### src/mac_status_pkg.sv
package mac_status_pkg;

  // Register bus geometry
  localparam int ADDR_W = 8;
  localparam int DATA_W = 32;
  localparam int STRB_W = 4;

  // Register byte offsets
  localparam logic [7:0] DMA_STATUS_OFFSET = 8'h00;
  localparam logic [7:0] DMA_MASK_OFFSET = 8'h04;

  // Event flag, summary and state field positions in dma_status
  localparam int TX_DONE_BIT = 0;
  localparam int TX_STOPPED_BIT = 1;
  localparam int TX_BUF_UNAVAIL_BIT = 2;
  localparam int TX_UNDERFLOW_BIT = 5;
  localparam int RX_DONE_BIT = 6;
  localparam int RX_BUF_UNAVAIL_BIT = 7;
  localparam int RX_STOPPED_BIT = 8;
  localparam int EARLY_TX_BIT = 10;
  localparam int GP_TIMER_BIT = 11;
  localparam int EARLY_RX_BIT = 14;
  localparam int ABNORMAL_SUM_BIT = 15;
  localparam int NORMAL_SUM_BIT = 16;
  localparam int RX_STATE_LSB = 17;
  localparam int TX_STATE_LSB = 20;
  localparam int STATE_W = 3;

  // Bit groups of dma_status
  localparam logic [31:0] NORMAL_GROUP = 32'h0000_4845;
  localparam logic [31:0] ABNORMAL_GROUP = 32'h0000_05a2;
  localparam logic [31:0] EVENT_BITS = 32'h0000_4de7;
  localparam logic [31:0] STICKY_BITS = 32'h0001_cde7;
  localparam logic [31:0] STATE_BITS = 32'h007e_0000;
  localparam logic [31:0] UNIMPL_BITS = 32'hff80_3218;

  // Reset and fixed values
  localparam logic [31:0] DMA_STATUS_RESET = 32'h0000_0000;
  localparam logic [31:0] DMA_MASK_RESET = 32'h0000_0000;
  localparam logic [31:0] UNIMPL_READ_VALUE = 32'h0000_0000;

  // AXI response codes
  localparam logic [1:0] AXI_RESP_OKAY = 2'h0;
  localparam logic [1:0] AXI_RESP_SLVERR = 2'h2;

  typedef enum logic [2:0] {
    TX_STOPPED = 3'b000,
    TX_FETCH_DESC = 3'b001,
    TX_WAIT_END = 3'b010,
    TX_MOVE_BUF = 3'b011,
    TX_RESERVED = 3'b100,
    TX_SETUP_PKT = 3'b101,
    TX_SUSPENDED = 3'b110,
    TX_CLOSE_DESC = 3'b111
  } tx_proc_state_type;

  typedef enum logic [2:0] {
    RX_STOPPED = 3'b000,
    RX_FETCH_DESC = 3'b001,
    RX_WAIT_END = 3'b010,
    RX_WAIT_PKT = 3'b011,
    RX_SUSPENDED = 3'b100,
    RX_CLOSE_DESC = 3'b101,
    RX_RESERVED = 3'b110,
    RX_MOVE_DATA = 3'b111
  } rx_proc_state_type;

  // One-cycle event pulses from the DMA engines
  typedef struct packed {
    logic early_rx_event;
    logic gp_timer_expired;
    logic early_tx_event;
    logic rx_stopped_flag;
    logic rx_buf_unavail;
    logic rx_done_event;
    logic tx_underflow_flag;
    logic tx_buf_unavail;
    logic tx_stopped_flag;
    logic tx_done_event;
  } dma_events_type;

  // Byte strobes to a bit mask
  function automatic logic [31:0] strb_expand(input logic [3:0] strb);
    logic [31:0] m;
    m = 32'h0000_0000;
    for (int i = 0; i < 4; i++) begin
      m[i*8 +: 8] = {8{strb[i]}};
    end
    return m;
  endfunction

endpackage

### src/mac_dma_status_summary.sv
`timescale 1ns/1ns
// How it works
// - Bits 22 to 20 of dma_status show the transmit process state, read-only.
// - Transmit running codes: 001 fetch, 010 wait end, 011 move buffer, 101 setup, 111 close.
// - Transmit shows 000 when stopped, 110 when suspended, and never the reserved 100.
// - Bits 19 to 17 of dma_status show the receive process state, read-only.
// - Receive running codes: 001 fetch, 010 wait end, 011 wait packet, 101 close, 111 move.
// - Receive shows 000 when stopped, 100 when suspended, and never the reserved 110.
// - Bit 16 is the OR of the flags at bits 0, 2, 6, 11 and 14.
// - Bit 15 is the OR of the flags at bits 1, 5, 7, 8 and 10.
// - A masked flag may still set but feeds neither summary.
// - Every event flag clears on a written one, and each summary once its unmasked flags are clear; a zero does nothing.
// - Bit 14 sets once the buffers of a frame's first descriptor are filled.
// - Unimplemented bits read a fixed value and ignore writes.
module mac_dma_status_summary
  import mac_status_pkg::*;
(
  input wire logic clk_in,
  input wire logic rst_n_in,
  input wire logic soft_reset_in,
  input wire logic [2:0] tx_proc_state_in,
  input wire logic [2:0] rx_proc_state_in,
  input wire dma_events_type dma_events_in,
  input wire logic [ADDR_W-1:0] s_axi_awaddr,
  input wire logic s_axi_awvalid,
  output logic s_axi_awready,
  input wire logic [DATA_W-1:0] s_axi_wdata,
  input wire logic [STRB_W-1:0] s_axi_wstrb,
  input wire logic s_axi_wvalid,
  output logic s_axi_wready,
  output logic [1:0] s_axi_bresp,
  output logic s_axi_bvalid,
  input wire logic s_axi_bready,
  input wire logic [ADDR_W-1:0] s_axi_araddr,
  input wire logic s_axi_arvalid,
  output logic s_axi_arready,
  output logic [DATA_W-1:0] s_axi_rdata,
  output logic [1:0] s_axi_rresp,
  output logic s_axi_rvalid,
  input wire logic s_axi_rready,
  output logic irq_out
);

  // ---- Bus slave state ----
  logic aw_held_ff;
  logic w_held_ff;
  logic [ADDR_W-1:0] awaddr_ff;
  logic [DATA_W-1:0] wdata_ff;
  logic [STRB_W-1:0] wstrb_ff;
  logic bvalid_ff;
  logic [1:0] bresp_ff;
  logic rvalid_ff;
  logic [1:0] rresp_ff;
  logic [DATA_W-1:0] rdata_ff;

  // ---- Block state ----
  tx_proc_state_type tx_proc_state_ff;
  rx_proc_state_type rx_proc_state_ff;
  logic [31:0] dma_mask_ff;
  logic [31:0] flags;
  logic [31:0] event_set;
  logic [31:0] set_vec;
  logic [31:0] clr_vec;
  logic [31:0] status_word;
  logic normal_irq_summary;
  logic abnormal_irq_summary;

  // ---- Decode ----
  logic aw_hs;
  logic w_hs;
  logic ar_hs;
  logic wr_fire;
  logic [31:0] wr_bits;
  logic wr_status;
  logic wr_mask;
  logic wr_hit;
  logic rd_hit;
  logic [31:0] rd_word;

  // Register select on the word address; the low two bits never matter
  function automatic logic addr_is(input logic [ADDR_W-1:0] addr,
                                   input logic [7:0] offs);
    return addr[ADDR_W-1:2] == offs[ADDR_W-1:2];
  endfunction

  // Write address channel: one write at a time, held until the response is taken
  assign s_axi_awready = !aw_held_ff && !bvalid_ff;
  assign aw_hs = s_axi_awvalid && s_axi_awready;

  always_ff @(posedge clk_in or negedge rst_n_in) begin
    if (!rst_n_in) begin
      aw_held_ff <= 1'b0;
      awaddr_ff <= '0;
    end else if (aw_hs) begin
      aw_held_ff <= 1'b1;
      awaddr_ff <= s_axi_awaddr;
    end else if (wr_fire) begin
      aw_held_ff <= 1'b0;
    end
  end

  // Write data channel, taken independently of the address
  assign s_axi_wready = !w_held_ff && !bvalid_ff;
  assign w_hs = s_axi_wvalid && s_axi_wready;

  always_ff @(posedge clk_in or negedge rst_n_in) begin
    if (!rst_n_in) begin
      w_held_ff <= 1'b0;
      wdata_ff <= '0;
      wstrb_ff <= '0;
    end else if (w_hs) begin
      w_held_ff <= 1'b1;
      wdata_ff <= s_axi_wdata;
      wstrb_ff <= s_axi_wstrb;
    end else if (wr_fire) begin
      w_held_ff <= 1'b0;
    end
  end

  // The write acts in the cycle after both halves are held
  assign wr_fire = aw_held_ff && w_held_ff && !bvalid_ff;
  assign wr_status = wr_fire && addr_is(awaddr_ff, DMA_STATUS_OFFSET);
  assign wr_mask = wr_fire && addr_is(awaddr_ff, DMA_MASK_OFFSET);
  assign wr_hit = wr_status || wr_mask;
  assign wr_bits = wdata_ff & strb_expand(wstrb_ff);

  // Write response; unmapped offsets answer SLVERR and change nothing
  always_ff @(posedge clk_in or negedge rst_n_in) begin
    if (!rst_n_in) begin
      bvalid_ff <= 1'b0;
      bresp_ff <= AXI_RESP_OKAY;
    end else if (wr_fire) begin
      bvalid_ff <= 1'b1;
      bresp_ff <= wr_hit ? AXI_RESP_OKAY : AXI_RESP_SLVERR;
    end else if (s_axi_bready) begin
      bvalid_ff <= 1'b0;
    end
  end

  assign s_axi_bvalid = bvalid_ff;
  assign s_axi_bresp = bresp_ff;

  // Read channel: the word is sampled at the address handshake
  assign s_axi_arready = !rvalid_ff;
  assign ar_hs = s_axi_arvalid && s_axi_arready;
  assign rd_hit = addr_is(s_axi_araddr, DMA_STATUS_OFFSET)
               || addr_is(s_axi_araddr, DMA_MASK_OFFSET);

  // Read data mux; misses read as zero
  always_comb begin
    rd_word = 32'h0000_0000;
    if (addr_is(s_axi_araddr, DMA_STATUS_OFFSET)) begin
      rd_word = status_word;
    end else if (addr_is(s_axi_araddr, DMA_MASK_OFFSET)) begin
      rd_word = dma_mask_ff;
    end
  end

  always_ff @(posedge clk_in or negedge rst_n_in) begin
    if (!rst_n_in) begin
      rvalid_ff <= 1'b0;
      rresp_ff <= AXI_RESP_OKAY;
      rdata_ff <= '0;
    end else if (ar_hs) begin
      rvalid_ff <= 1'b1;
      rresp_ff <= rd_hit ? AXI_RESP_OKAY : AXI_RESP_SLVERR;
      rdata_ff <= rd_word;
    end else if (s_axi_rready) begin
      rvalid_ff <= 1'b0;
    end
  end

  assign s_axi_rvalid = rvalid_ff;
  assign s_axi_rresp = rresp_ff;
  assign s_axi_rdata = rdata_ff;

  // Transmit state field follows the engine; the reserved code is never shown
  always_ff @(posedge clk_in or negedge rst_n_in) begin
    if (!rst_n_in) begin
      tx_proc_state_ff <= TX_STOPPED;
    end else if (soft_reset_in) begin
      tx_proc_state_ff <= TX_STOPPED;
    end else begin
      unique case (tx_proc_state_in)
        TX_STOPPED: tx_proc_state_ff <= TX_STOPPED;
        TX_FETCH_DESC: tx_proc_state_ff <= TX_FETCH_DESC;
        TX_WAIT_END: tx_proc_state_ff <= TX_WAIT_END;
        TX_MOVE_BUF: tx_proc_state_ff <= TX_MOVE_BUF;
        TX_SETUP_PKT: tx_proc_state_ff <= TX_SETUP_PKT;
        TX_SUSPENDED: tx_proc_state_ff <= TX_SUSPENDED;
        TX_CLOSE_DESC: tx_proc_state_ff <= TX_CLOSE_DESC;
        default: tx_proc_state_ff <= tx_proc_state_ff;
      endcase
    end
  end

  // Receive state field, same treatment; a stray reserved code holds the last one
  always_ff @(posedge clk_in or negedge rst_n_in) begin
    if (!rst_n_in) begin
      rx_proc_state_ff <= RX_STOPPED;
    end else if (soft_reset_in) begin
      rx_proc_state_ff <= RX_STOPPED;
    end else begin
      unique case (rx_proc_state_in)
        RX_STOPPED: rx_proc_state_ff <= RX_STOPPED;
        RX_FETCH_DESC: rx_proc_state_ff <= RX_FETCH_DESC;
        RX_WAIT_END: rx_proc_state_ff <= RX_WAIT_END;
        RX_WAIT_PKT: rx_proc_state_ff <= RX_WAIT_PKT;
        RX_SUSPENDED: rx_proc_state_ff <= RX_SUSPENDED;
        RX_CLOSE_DESC: rx_proc_state_ff <= RX_CLOSE_DESC;
        RX_MOVE_DATA: rx_proc_state_ff <= RX_MOVE_DATA;
        default: rx_proc_state_ff <= rx_proc_state_ff;
      endcase
    end
  end

  // Mask register: only event positions are writable
  always_ff @(posedge clk_in or negedge rst_n_in) begin
    if (!rst_n_in) begin
      dma_mask_ff <= DMA_MASK_RESET;
    end else if (soft_reset_in) begin
      dma_mask_ff <= DMA_MASK_RESET;
    end else if (wr_mask) begin
      dma_mask_ff <= ((dma_mask_ff & ~strb_expand(wstrb_ff))
                     | wr_bits) & EVENT_BITS;
    end
  end

  // Event pulses placed at their status positions
  always_comb begin
    event_set = 32'h0000_0000;
    event_set[TX_DONE_BIT] = dma_events_in.tx_done_event;
    event_set[TX_STOPPED_BIT] = dma_events_in.tx_stopped_flag;
    event_set[TX_BUF_UNAVAIL_BIT] = dma_events_in.tx_buf_unavail;
    event_set[TX_UNDERFLOW_BIT] = dma_events_in.tx_underflow_flag;
    event_set[RX_DONE_BIT] = dma_events_in.rx_done_event;
    event_set[RX_BUF_UNAVAIL_BIT] = dma_events_in.rx_buf_unavail;
    event_set[RX_STOPPED_BIT] = dma_events_in.rx_stopped_flag;
    event_set[EARLY_TX_BIT] = dma_events_in.early_tx_event;
    event_set[GP_TIMER_BIT] = dma_events_in.gp_timer_expired;
    event_set[EARLY_RX_BIT] = dma_events_in.early_rx_event;
  end

  // Summaries gather only unmasked flags; masked ones still set above
  assign normal_irq_summary = |(flags & dma_mask_ff & NORMAL_GROUP);
  assign abnormal_irq_summary = |(flags & dma_mask_ff & ABNORMAL_GROUP);

  // Summary bits re-set each cycle an unmasked flag remains, so a clear
  // only sticks once the flags behind it are cleared too
  always_comb begin
    set_vec = event_set;
    set_vec[NORMAL_SUM_BIT] = normal_irq_summary;
    set_vec[ABNORMAL_SUM_BIT] = abnormal_irq_summary;
  end

  // Write-one-to-clear on sticky positions only; state and gaps ignore writes
  assign clr_vec = wr_status ? (wr_bits & STICKY_BITS) : 32'h0000_0000;

  sticky_flag_bank #(
    .WIDTH(32),
    .IMPL(STICKY_BITS)
  ) u_flags (
    .clk_in(clk_in),
    .rst_n_in(rst_n_in),
    .sync_clr_in(soft_reset_in),
    .set_in(set_vec),
    .clr_in(clr_vec),
    .flags_out(flags)
  );

  // Status word as read by software
  always_comb begin
    status_word = (flags & STICKY_BITS) | (UNIMPL_READ_VALUE & UNIMPL_BITS);
    status_word[TX_STATE_LSB +: STATE_W] = tx_proc_state_ff;
    status_word[RX_STATE_LSB +: STATE_W] = rx_proc_state_ff;
  end

  // One level interrupt from the registered summaries
  assign irq_out = flags[NORMAL_SUM_BIT] || flags[ABNORMAL_SUM_BIT];

endmodule // mac_dma_status_summary

### src/sticky_flag_bank.sv
`timescale 1ns/1ns
// Bank of sticky flags: hardware sets, software clears, set wins
module sticky_flag_bank
  import mac_status_pkg::*;
#(
  parameter int WIDTH = 32,
  parameter logic [WIDTH-1:0] IMPL = '1
) (
  input wire logic clk_in,
  input wire logic rst_n_in,
  input wire logic sync_clr_in,
  input wire logic [WIDTH-1:0] set_in,
  input wire logic [WIDTH-1:0] clr_in,
  output logic [WIDTH-1:0] flags_out
);

  logic [WIDTH-1:0] flags_ff;
  logic [WIDTH-1:0] nxt_flags;

  // A set in the clearing cycle survives the clear
  assign nxt_flags = ((flags_ff & ~clr_in) | set_in) & IMPL;

  // Flag storage
  always_ff @(posedge clk_in or negedge rst_n_in) begin
    if (!rst_n_in) begin
      flags_ff <= '0;
    end else if (sync_clr_in) begin
      flags_ff <= '0;
    end else begin
      flags_ff <= nxt_flags;
    end
  end

  assign flags_out = flags_ff;

endmodule // sticky_flag_bank

### config.mk
export PLATFORM = sky130hd
export DESIGN_NAME = mac_dma_status_summary
export DESIGN_NICKNAME = d
export VERILOG_FILES = /design/src/mac_status_pkg.sv /design/src/mac_dma_status_summary.sv /design/src/sticky_flag_bank.sv
export SDC_FILE = /design/constraint.sdc
export NUM_CORES = 1
export LEC_CHECK = 0
export BUFFER_PORTS_ARGS = -buffer_cell sky130_fd_sc_hd__buf_2
export CELL_PAD_IN_SITES_DETAIL_PLACEMENT = 0
export CELL_PAD_IN_SITES_GLOBAL_PLACEMENT = 1
export CORE_MARGIN = 10
export CORE_UTILIZATION = 35
export DETAILED_ROUTE_END_ITERATION = 10
export PLACE_DENSITY = 0.8
export RECOVER_POWER = 100
export SLEW_MARGIN = 0
export SYNTH_ARGS = -nofsm -noshare
export SYNTH_HDL_FRONTEND = slang
export SYNTH_SLANG_ARGS = --single-unit
### constraint.sdc
create_clock -name clk_in -period 1.8 [get_ports clk_in]
set_input_delay 0.27 -clock clk_in [delete_from_list [all_inputs] [get_ports clk_in]]
set_output_delay 0.27 -clock clk_in [all_outputs]
set_load 0.05 [all_outputs]
==> impl_results.md, run 1 <==
- Leak pwr: ~1.8 nW
- Vias per inst: 5.02
- Die Wd: about 120 um
- Post-synth EDFFs: 0
- Syn Inst Count: 282
- Initial antenna violation count: 0
- Clock-pin slew on the worst setup and hold paths: around 0.080 ns
- CP arrival: 1.92 ns
- Worst-Skew Late Latency: 0.35 ns
- Final Cell Area: 3910 um^2
- Setup crit start: awaddr_ff[5]$_DFFE_PN0P_
- CTS sink count: 73
- P&R area growth vs syn: 20.5%
- Vias: 2395
- Critical path launch point type: flip-flop
- Syn_area_per_cell: 11.5 um^2
- Most used flip-flop cell after synthesis: dfrtp_1
- Total Power: roughly 0.0051 W
- Met2 wire len: 3590 um
- DRT met1 WL: 3460 um
- Total CTS buffers: 9
- Minimum clock period: 1.70 ns
- Core ar.: 9150 um^2
- FMAX: 0.587 GHz
- DRC Markers: 0
- Gpl congestion: 0.784
- Sequential cell area: 1830 um^2
- Wire per inst: 16.5 um
- Ports: between 100 and 150
- RSZ-0062 raised after global routing: false
- Total GRT Usage: 11.7%
- Number of global-route vias before repair: 2498
- Max Cap Viol: 0
- Unique masters post-synth: 40
- Overflow after GRT: 0
- Die area: 13500 um^2
- Critical Setup Path Class: flip-flop to flip-flop
- Skew final: 0.00908 ns
- Max incr delay on CP: 0.58 ns
- Yosys Warn Count: 0
- Post-DP HPWL: 5970 um
- First-pass GRT wire length: 12600 um
- # diodes: 0
- CP endpoint kind: flip-flop
- Crit share post-route: roughly 95%
- Total wire length: 7850 um
- Crit path to: u_flags.flags_out[15]$_DFF_PN0_
- Critical path depth in cells: 3
- Worst endpoint required time: 2.01 ns
- Fin. Hold Viols: 0
- Final setup fails: 0
- R2R Setup Slk: 0.1 ns
- Row count: 35
- Seq/Total Area, Yosys: between 50% and 60%
- CTS tree: built
- Layout cells sized above 1: 27.6%
- Input/output buffers: 76
- Rel. slew slack: approximately 46%
- Pin count of the biggest net entering global routing: 64
- Clock Tree Root: clkbuf_8
- Slowest-stage cell, CP: or4_4
- Reg2reg path depth: 3
- Layout Nets: 437
- Layout filler cell count: around 900
- Peak supply drop: around 730 uV
- Crit-path cells: or4_4 -> o41ai_1 -> a31oi_1
- Multi-input logic area: 1230 um^2
- First-pass DRT Iterations: 6
- Cell family with most CP delay: compound AO/OA/AOI/OAI gates
- Starting Density: 35.5%
- Starting DRT DRC Count: 151
- CP Max Fanout: 4
- Status: finished, final reports clean
- Worst Max-Slew Pin Slew: 0.804 ns
- Post-route ant nets: 0
- RR Endpoint: u_flags.flags_out[15]$_DFF_PN0_
- CP bufs+invs: 0
- Syn Std Cell Area: 3250 um^2
- R2r startpoint: awaddr_ff[5]$_DFFE_PN0P_
- Post-synth ARST share: 100%
- Die Span Y: ~120 um
- CTS Buffer Depth: 2
- Pwr dens: ~1300 nW/um^2
- Post-CTS Setup Bufs: 0
- Final hold slack: 0.0943 ns
- Slew Limit Fails: 0
- Uppermost layer routed: met4
- H-tree levels: 3
- Area after DPL: 3720 um^2
- Hold Path Class: input port to flip-flop
- Setup TNS: 0 ns
- Met3 WL: 735 um
- Flops & latches, synth: 73
## flip-flops by register name, summed over array words and instances (netlist names)
signal,flops
aw_held_ff,1
awaddr_ff,6
dma_mask_ff,10
rx_proc_state_ff,3
s_axi_bresp,1
s_axi_bvalid,1
s_axi_rdata,18
s_axi_rresp,1
s_axi_rvalid,1
tx_proc_state_ff,3
u_flags.flags_out,12
w_held_ff,1
wdata_ff,12
wstrb_ff,3
## power breakdown
group	switching, W	internal (W)	leakage, nW
clock network	0.000645	0.000935	0.124
logic	0.000779	0.000486	0.744
registers	0.000277	0.00196	0.934
total	0.00170	0.00338	1.80
## cell families after synthesis
group,count (synthesis),synth area share [%]
buffers and inverters,46,7.48
other,1,0.116
AND/OR/NAND/NOR,66,11.8
flip-flops,73,56.3
multiplexers,31,10.4
AO/OA/AOI/OAI,65,14.0
## layout by cell type (no fill, tap or decap), types with 2 or more instances in the layout
master,synthesis,routed
clkbuf_8,0,9
o41ai_1,2,2
bufinv_16,0,3
conb_1,1,16
a311oi_1,10,10
nand4_1,10,10
clkbuf_2,0,4
nor3b_1,3,3
or4_4,1,2
clkinv_4,0,2
a31oi_1,4,4
dfrtp_1,73,72
or2_2,2,2
buf_4,16,3
and2_0,0,2
mux2i_1,10,10
and4_1,2,2
inv_1,14,14
mux2_2,21,21
a21oi_1,13,13
a22oi_1,2,2
inv_6,0,2
nand2_1,12,12
clkbuf_1,9,27
buf_2,2,49
a22o_1,8,8
nor2_1,19,19
nand3b_1,4,4
nor3_1,2,2
o31ai_1,10,10
o21ai_0,2,12
and3b_1,3,3
a222oi_1,2,2
## cells in the mapped netlist, types with 2 or more instances
| cell | number | area (um^2) |
|---|---|---|
| nand3b_1 | 4 | 30.0 |
| a31oi_1 | 4 | 25.0 |
| a22oi_1 | 2 | 15.0 |
| or2_2 | 2 | 12.5 |
| and2_1 | 2 | 12.5 |
| buf_4 | 16 | 120 |
| buf_1 | 4 | 15.0 |
| nor3_1 | 2 | 10.0 |
| o31ai_1 | 10 | 75.1 |
| and3b_1 | 3 | 26.3 |
| dfrtp_1 | 73 | 1830 |
| nand2_1 | 12 | 45.0 |
| a22o_1 | 8 | 70.1 |
| mux2_2 | 21 | 236 |
| nor2_1 | 19 | 71.3 |
| a311oi_1 | 10 | 87.6 |
| and4_1 | 2 | 17.5 |
| mux2i_1 | 10 | 100 |
| o41ai_1 | 2 | 17.5 |
| buf_2 | 2 | 10.0 |
| nor3b_1 | 3 | 22.5 |
| a222oi_1 | 2 | 20.0 |
| o21ai_1 | 9 | 45.0 |
| nand4_1 | 10 | 62.6 |
| clkbuf_1 | 9 | 33.8 |
| inv_1 | 14 | 52.6 |
| a21oi_1 | 13 | 65.1 |
| o21ai_0 | 2 | 10.0 |
## per-stage QoR
step / instances / setup WS (ns) / utilization [%]
finish: 477 / 0.0952 / 42.7
global route: 477 / 0.0223 / 42.7
CTS: 477 / 0.0519 / 43.5
detailed placement: 460 / 0.0818 / 40.6
global placement: 460 / 0.0994 / 40.6
floorplan: 297 / 0.0140 / -
## per-layer routing
layer,vias to the layer above,track usage (%)
met5,-,0
met3,7,4.98
met2,81,18.4
li1,1152,-
met1,1155,14.6
met4,0,2.50
## final cells by class
| class | instances | share of cell area [%] |
|---|---|---|
| inverters | 14 | 1.34 |
| clock inverters | 7 | 3.20 |
| multi-input cells | 178 | 31.5 |
| repair buffers | 85 | 10.5 |
| clock buffers | 9 | 3.17 |
| flip-flops and latches | 73 | 46.7 |
| well taps | 111 | 3.55 |
## timing repair
| item | CTS | global route |
|---|---|---|
| endpoints found under the hold margin | 10 | 0 |
| hold buffers | 1 | 0 |
| endpoints found under the setup margin | 0 | 3 |
| resized for setup | 0 | 1 |
## worst min-delay path by stage
| stage | startpoint | endpoint | slack, ns | cells after the start |
|---|---|---|---|---|
| 2_1_floorplan | rst_n_in | aw_held_ff$_DFFE_PN0P_ | -0.03 | 0 |
| 3_3_place_gp | rst_n_in | awaddr_ff[7]$_DFFE_PN0P_ | 0.16 | 1 |
| 3_5_place_dp | rst_n_in | awaddr_ff[4]$_DFFE_PN0P_ | 0.16 | 1 |
| 5_1_grt | s_axi_bready | s_axi_bvalid$_DFFE_PN0P_ | 0.1 | 2 |
| 4_1_cts | s_axi_bready | s_axi_bvalid$_DFFE_PN0P_ | 0.09 | 2 |
| 6_report | s_axi_bready | s_axi_bvalid$_DFFE_PN0P_ | 0.09 | 2 |
Note: power is estimated with default switching activity, not from simulation.
==> run 2, diff against run 1 <==
clock period = 1.75 ns   (was 1.8 ns; I/O delays follow)
==> run 2 against run 1 <==
Hold slack got worse by 0.022 ns. Cell count increased by 1.5%. Die area unchanged. Cell area about the same. Global-route usage increased by 0.40 points. First-iteration DRC count increased by 11%. Non-clock buffer count increased by 7. Setup slack got worse by 0.010 ns. Critical path type unchanged. Largest power group unchanged.
==> impl_results.md, run 2 (same netlist as run 1, synthesis figures left out) <==
- Worst endpoint required time: 1.97 ns (-0.04 ns)
- Clock-pin slew on the worst setup and hold paths: 0.09 ns (about the same)
- Wire per inst: 16.5 um (about the same)
- Layout filler cell count: 893 (-0.67%)
- CP endpoint kind: flip-flop
- FMAX: 0.601 GHz (+2.4%)
- Hold Path Class: input port to flip-flop
- Input/output buffers: 76 (unchanged)
- Fin. Hold Viols: 0 (unchanged)
- Most common cell after layout, fill and taps aside: dfrtp_1
- Crit share post-route: 95.1% (+0.43 points)
- Die Span Y: 116 um (unchanged)
- Worst setup slack after layout: 0.0851 ns (-0.0101 ns)
- Final Cell Area: 3910 um^2 (about the same)
- Overflow after GRT: 0 (unchanged)
- Setup crit start: awaddr_ff[5]$_DFFE_PN0P_
- Skew final: 0.0106 ns (+0.00156 ns)
- Crit path to: dma_mask_ff[8]$_DFFE_PN0P_
- R2r startpoint: awaddr_ff[5]$_DFFE_PN0P_
- Total GRT Usage: 12.1% (+0.40 points)
- Status: finished, final reports clean
- Core ar.: 9150 um^2 (unchanged)
- Rel. slew slack: 34.0% (-12 points)
- RSZ-0062 raised after global routing: false
- Starting Density: 35.5% (unchanged)
- Most frequent cells in the layout: dfrtp_1 (72), buf_2 (51), clkbuf_1 (25), mux2_2 (21), nor2_1 (18)
- Worst Max-Slew Pin Slew: 0.991 ns (+0.187 ns)
- Slew Limit Fails: 0 (unchanged)
- Minimum clock period: 1.66 ns (-0.0399 ns)
- Initial antenna violation count: 0 (unchanged)
- Max reg flops: 18 (unchanged)
- Vias per inst: 5.00 (-0.38%)
- CTS Buffer Depth: 2 (unchanged)
- Vias: 2421 (+1.1%)
- Peak supply drop: 849 uV (+16%)
- R2R Setup Slk: 0.09 ns (about the same)
- Post-DP HPWL: 6160 um (+3.1%)
- Critical path launch point type: flip-flop
- DRC Markers: 0 (unchanged)
- Total CTS buffers: 9 (unchanged)
- Clock Tree Root: clkbuf_8
- First-pass DRT Iterations: 5 (-1)
- P&R area growth vs syn: 20.4% (about the same)
- Worst-Skew Late Latency: 0.36 ns (about the same)
- Reg2reg path depth: 4 (+1)
- First-pass GRT wire length: 12800 um (+1.3%)
- Leak pwr: 1.80 nW (about the same)
- Total wire length: 7960 um (+1.4%)
- Row count: 35 (unchanged)
- Number of global-route vias before repair: 2591 (+3.7%)
- Layout Nets: 444 (+1.6%)
- CP Max Fanout: 8 (+4)
- Gpl congestion: 0.756 (-3.5%)
- Setup TNS: 0 ns (unchanged)
- Layout cells sized above 1: 30.6% (+3.0 points)
- Ports: 118 (unchanged)
- Placed insts: 467 (+1.5%)
- Final Non-Filler Cells: 484 (+1.5%)
- Starting DRT DRC Count: 168 (+11%)
- RR Endpoint: dma_mask_ff[8]$_DFFE_PN0P_
- Pin count of the biggest net entering global routing: 74 (+16%)
- Pwr dens: 1270 nW/um^2 (-2.4%)
- # diodes: 0 (unchanged)
- Worst slack at placement: -0.0304 ns (-0.112 ns)
- Die Wd: 116 um (unchanged)
- Final hold slack: 0.0723 ns (-0.0220 ns)
- Critical Setup Path Class: flip-flop to flip-flop
- H-tree levels: 3 (unchanged)
- Hold Path Cell Cnt: 2 (unchanged)
- Max Cap Viol: 0 (unchanged)
- CTS sink count: 73 (unchanged)
- Die area: 13500 um^2 (unchanged)
- CTS tree: built
- Final setup fails: 0 (unchanged)
- Area after DPL: 3780 um^2 (+1.7%)
- CP arrival: 1.88 ns (-0.04 ns)
- Post-route ant nets: 0 (unchanged)
[run 2: repair_timing]
action / in CTS / in global routing
buffers inserted: 0 / 0
hold buffers: 1 / 0
gates resized for setup: 1 / 4
endpoints found under the setup margin: 1 / 9
hold endpoints to repair: 73 / 0
[run 2: critical path, cell delays in order (launching register included)]
cell     delay [ns]
dfrtp_1        0.38
or4_4          0.57
buf_4          0.19
o31ai_1        0.27
a21oi_1        0.11
[run 2: worst min-delay path by stage]
stage,startpoint,to
final,s_axi_bready,s_axi_bvalid$_DFFE_PN0P_
after global placement,rst_n_in,awaddr_ff[4]$_DFFE_PN0P_
after global routing,s_axi_bready,s_axi_bvalid$_DFFE_PN0P_
after detailed placement,rst_n_in,awaddr_ff[4]$_DFFE_PN0P_
after CTS,s_axi_bready,s_axi_bvalid$_DFFE_PN0P_
after floorplan,rst_n_in,aw_held_ff$_DFFE_PN0P_
[run 2: metal layers]
metal	routed length [um]	part of all wire, %	global-route usage [%]
met1	3540	44	14.6
met3	675	8.5	4.31
met2	3590	45	19.0
met4	158	2.0	5.42
met5	0	0	0
[run 2: cell type report]
type | instances | area (um^2) | area share (%)
sequential | 73 | 1830 | 46.8
tap | 111 | 139 | 3.55
timing repair buffer | 92 | 457 | 11.7
multi-input combinational | 178 | 1250 | 31.9
clock inverter | 7 | 60.1 | 1.54
inverter | 14 | 52.6 | 1.34
clock buffer | 9 | 124 | 3.17
[run 2: power by group]
part | switching (W) | internal, W
combinational | 0.000860 | 0.000575
clock | 0.000698 | 0.000538
sequential | 0.000271 | 0.00202
total | 0.00183 | 0.00313
[run 2: stage by stage]
stage                     total power, W  utilization (%)
after floorplan                  0.00332                -
after global placement           0.00379             41.4
after detailed placement         0.00384             41.4
after CTS                        0.00510             43.6
after global routing             0.00526             42.7
final                            0.00496             42.7
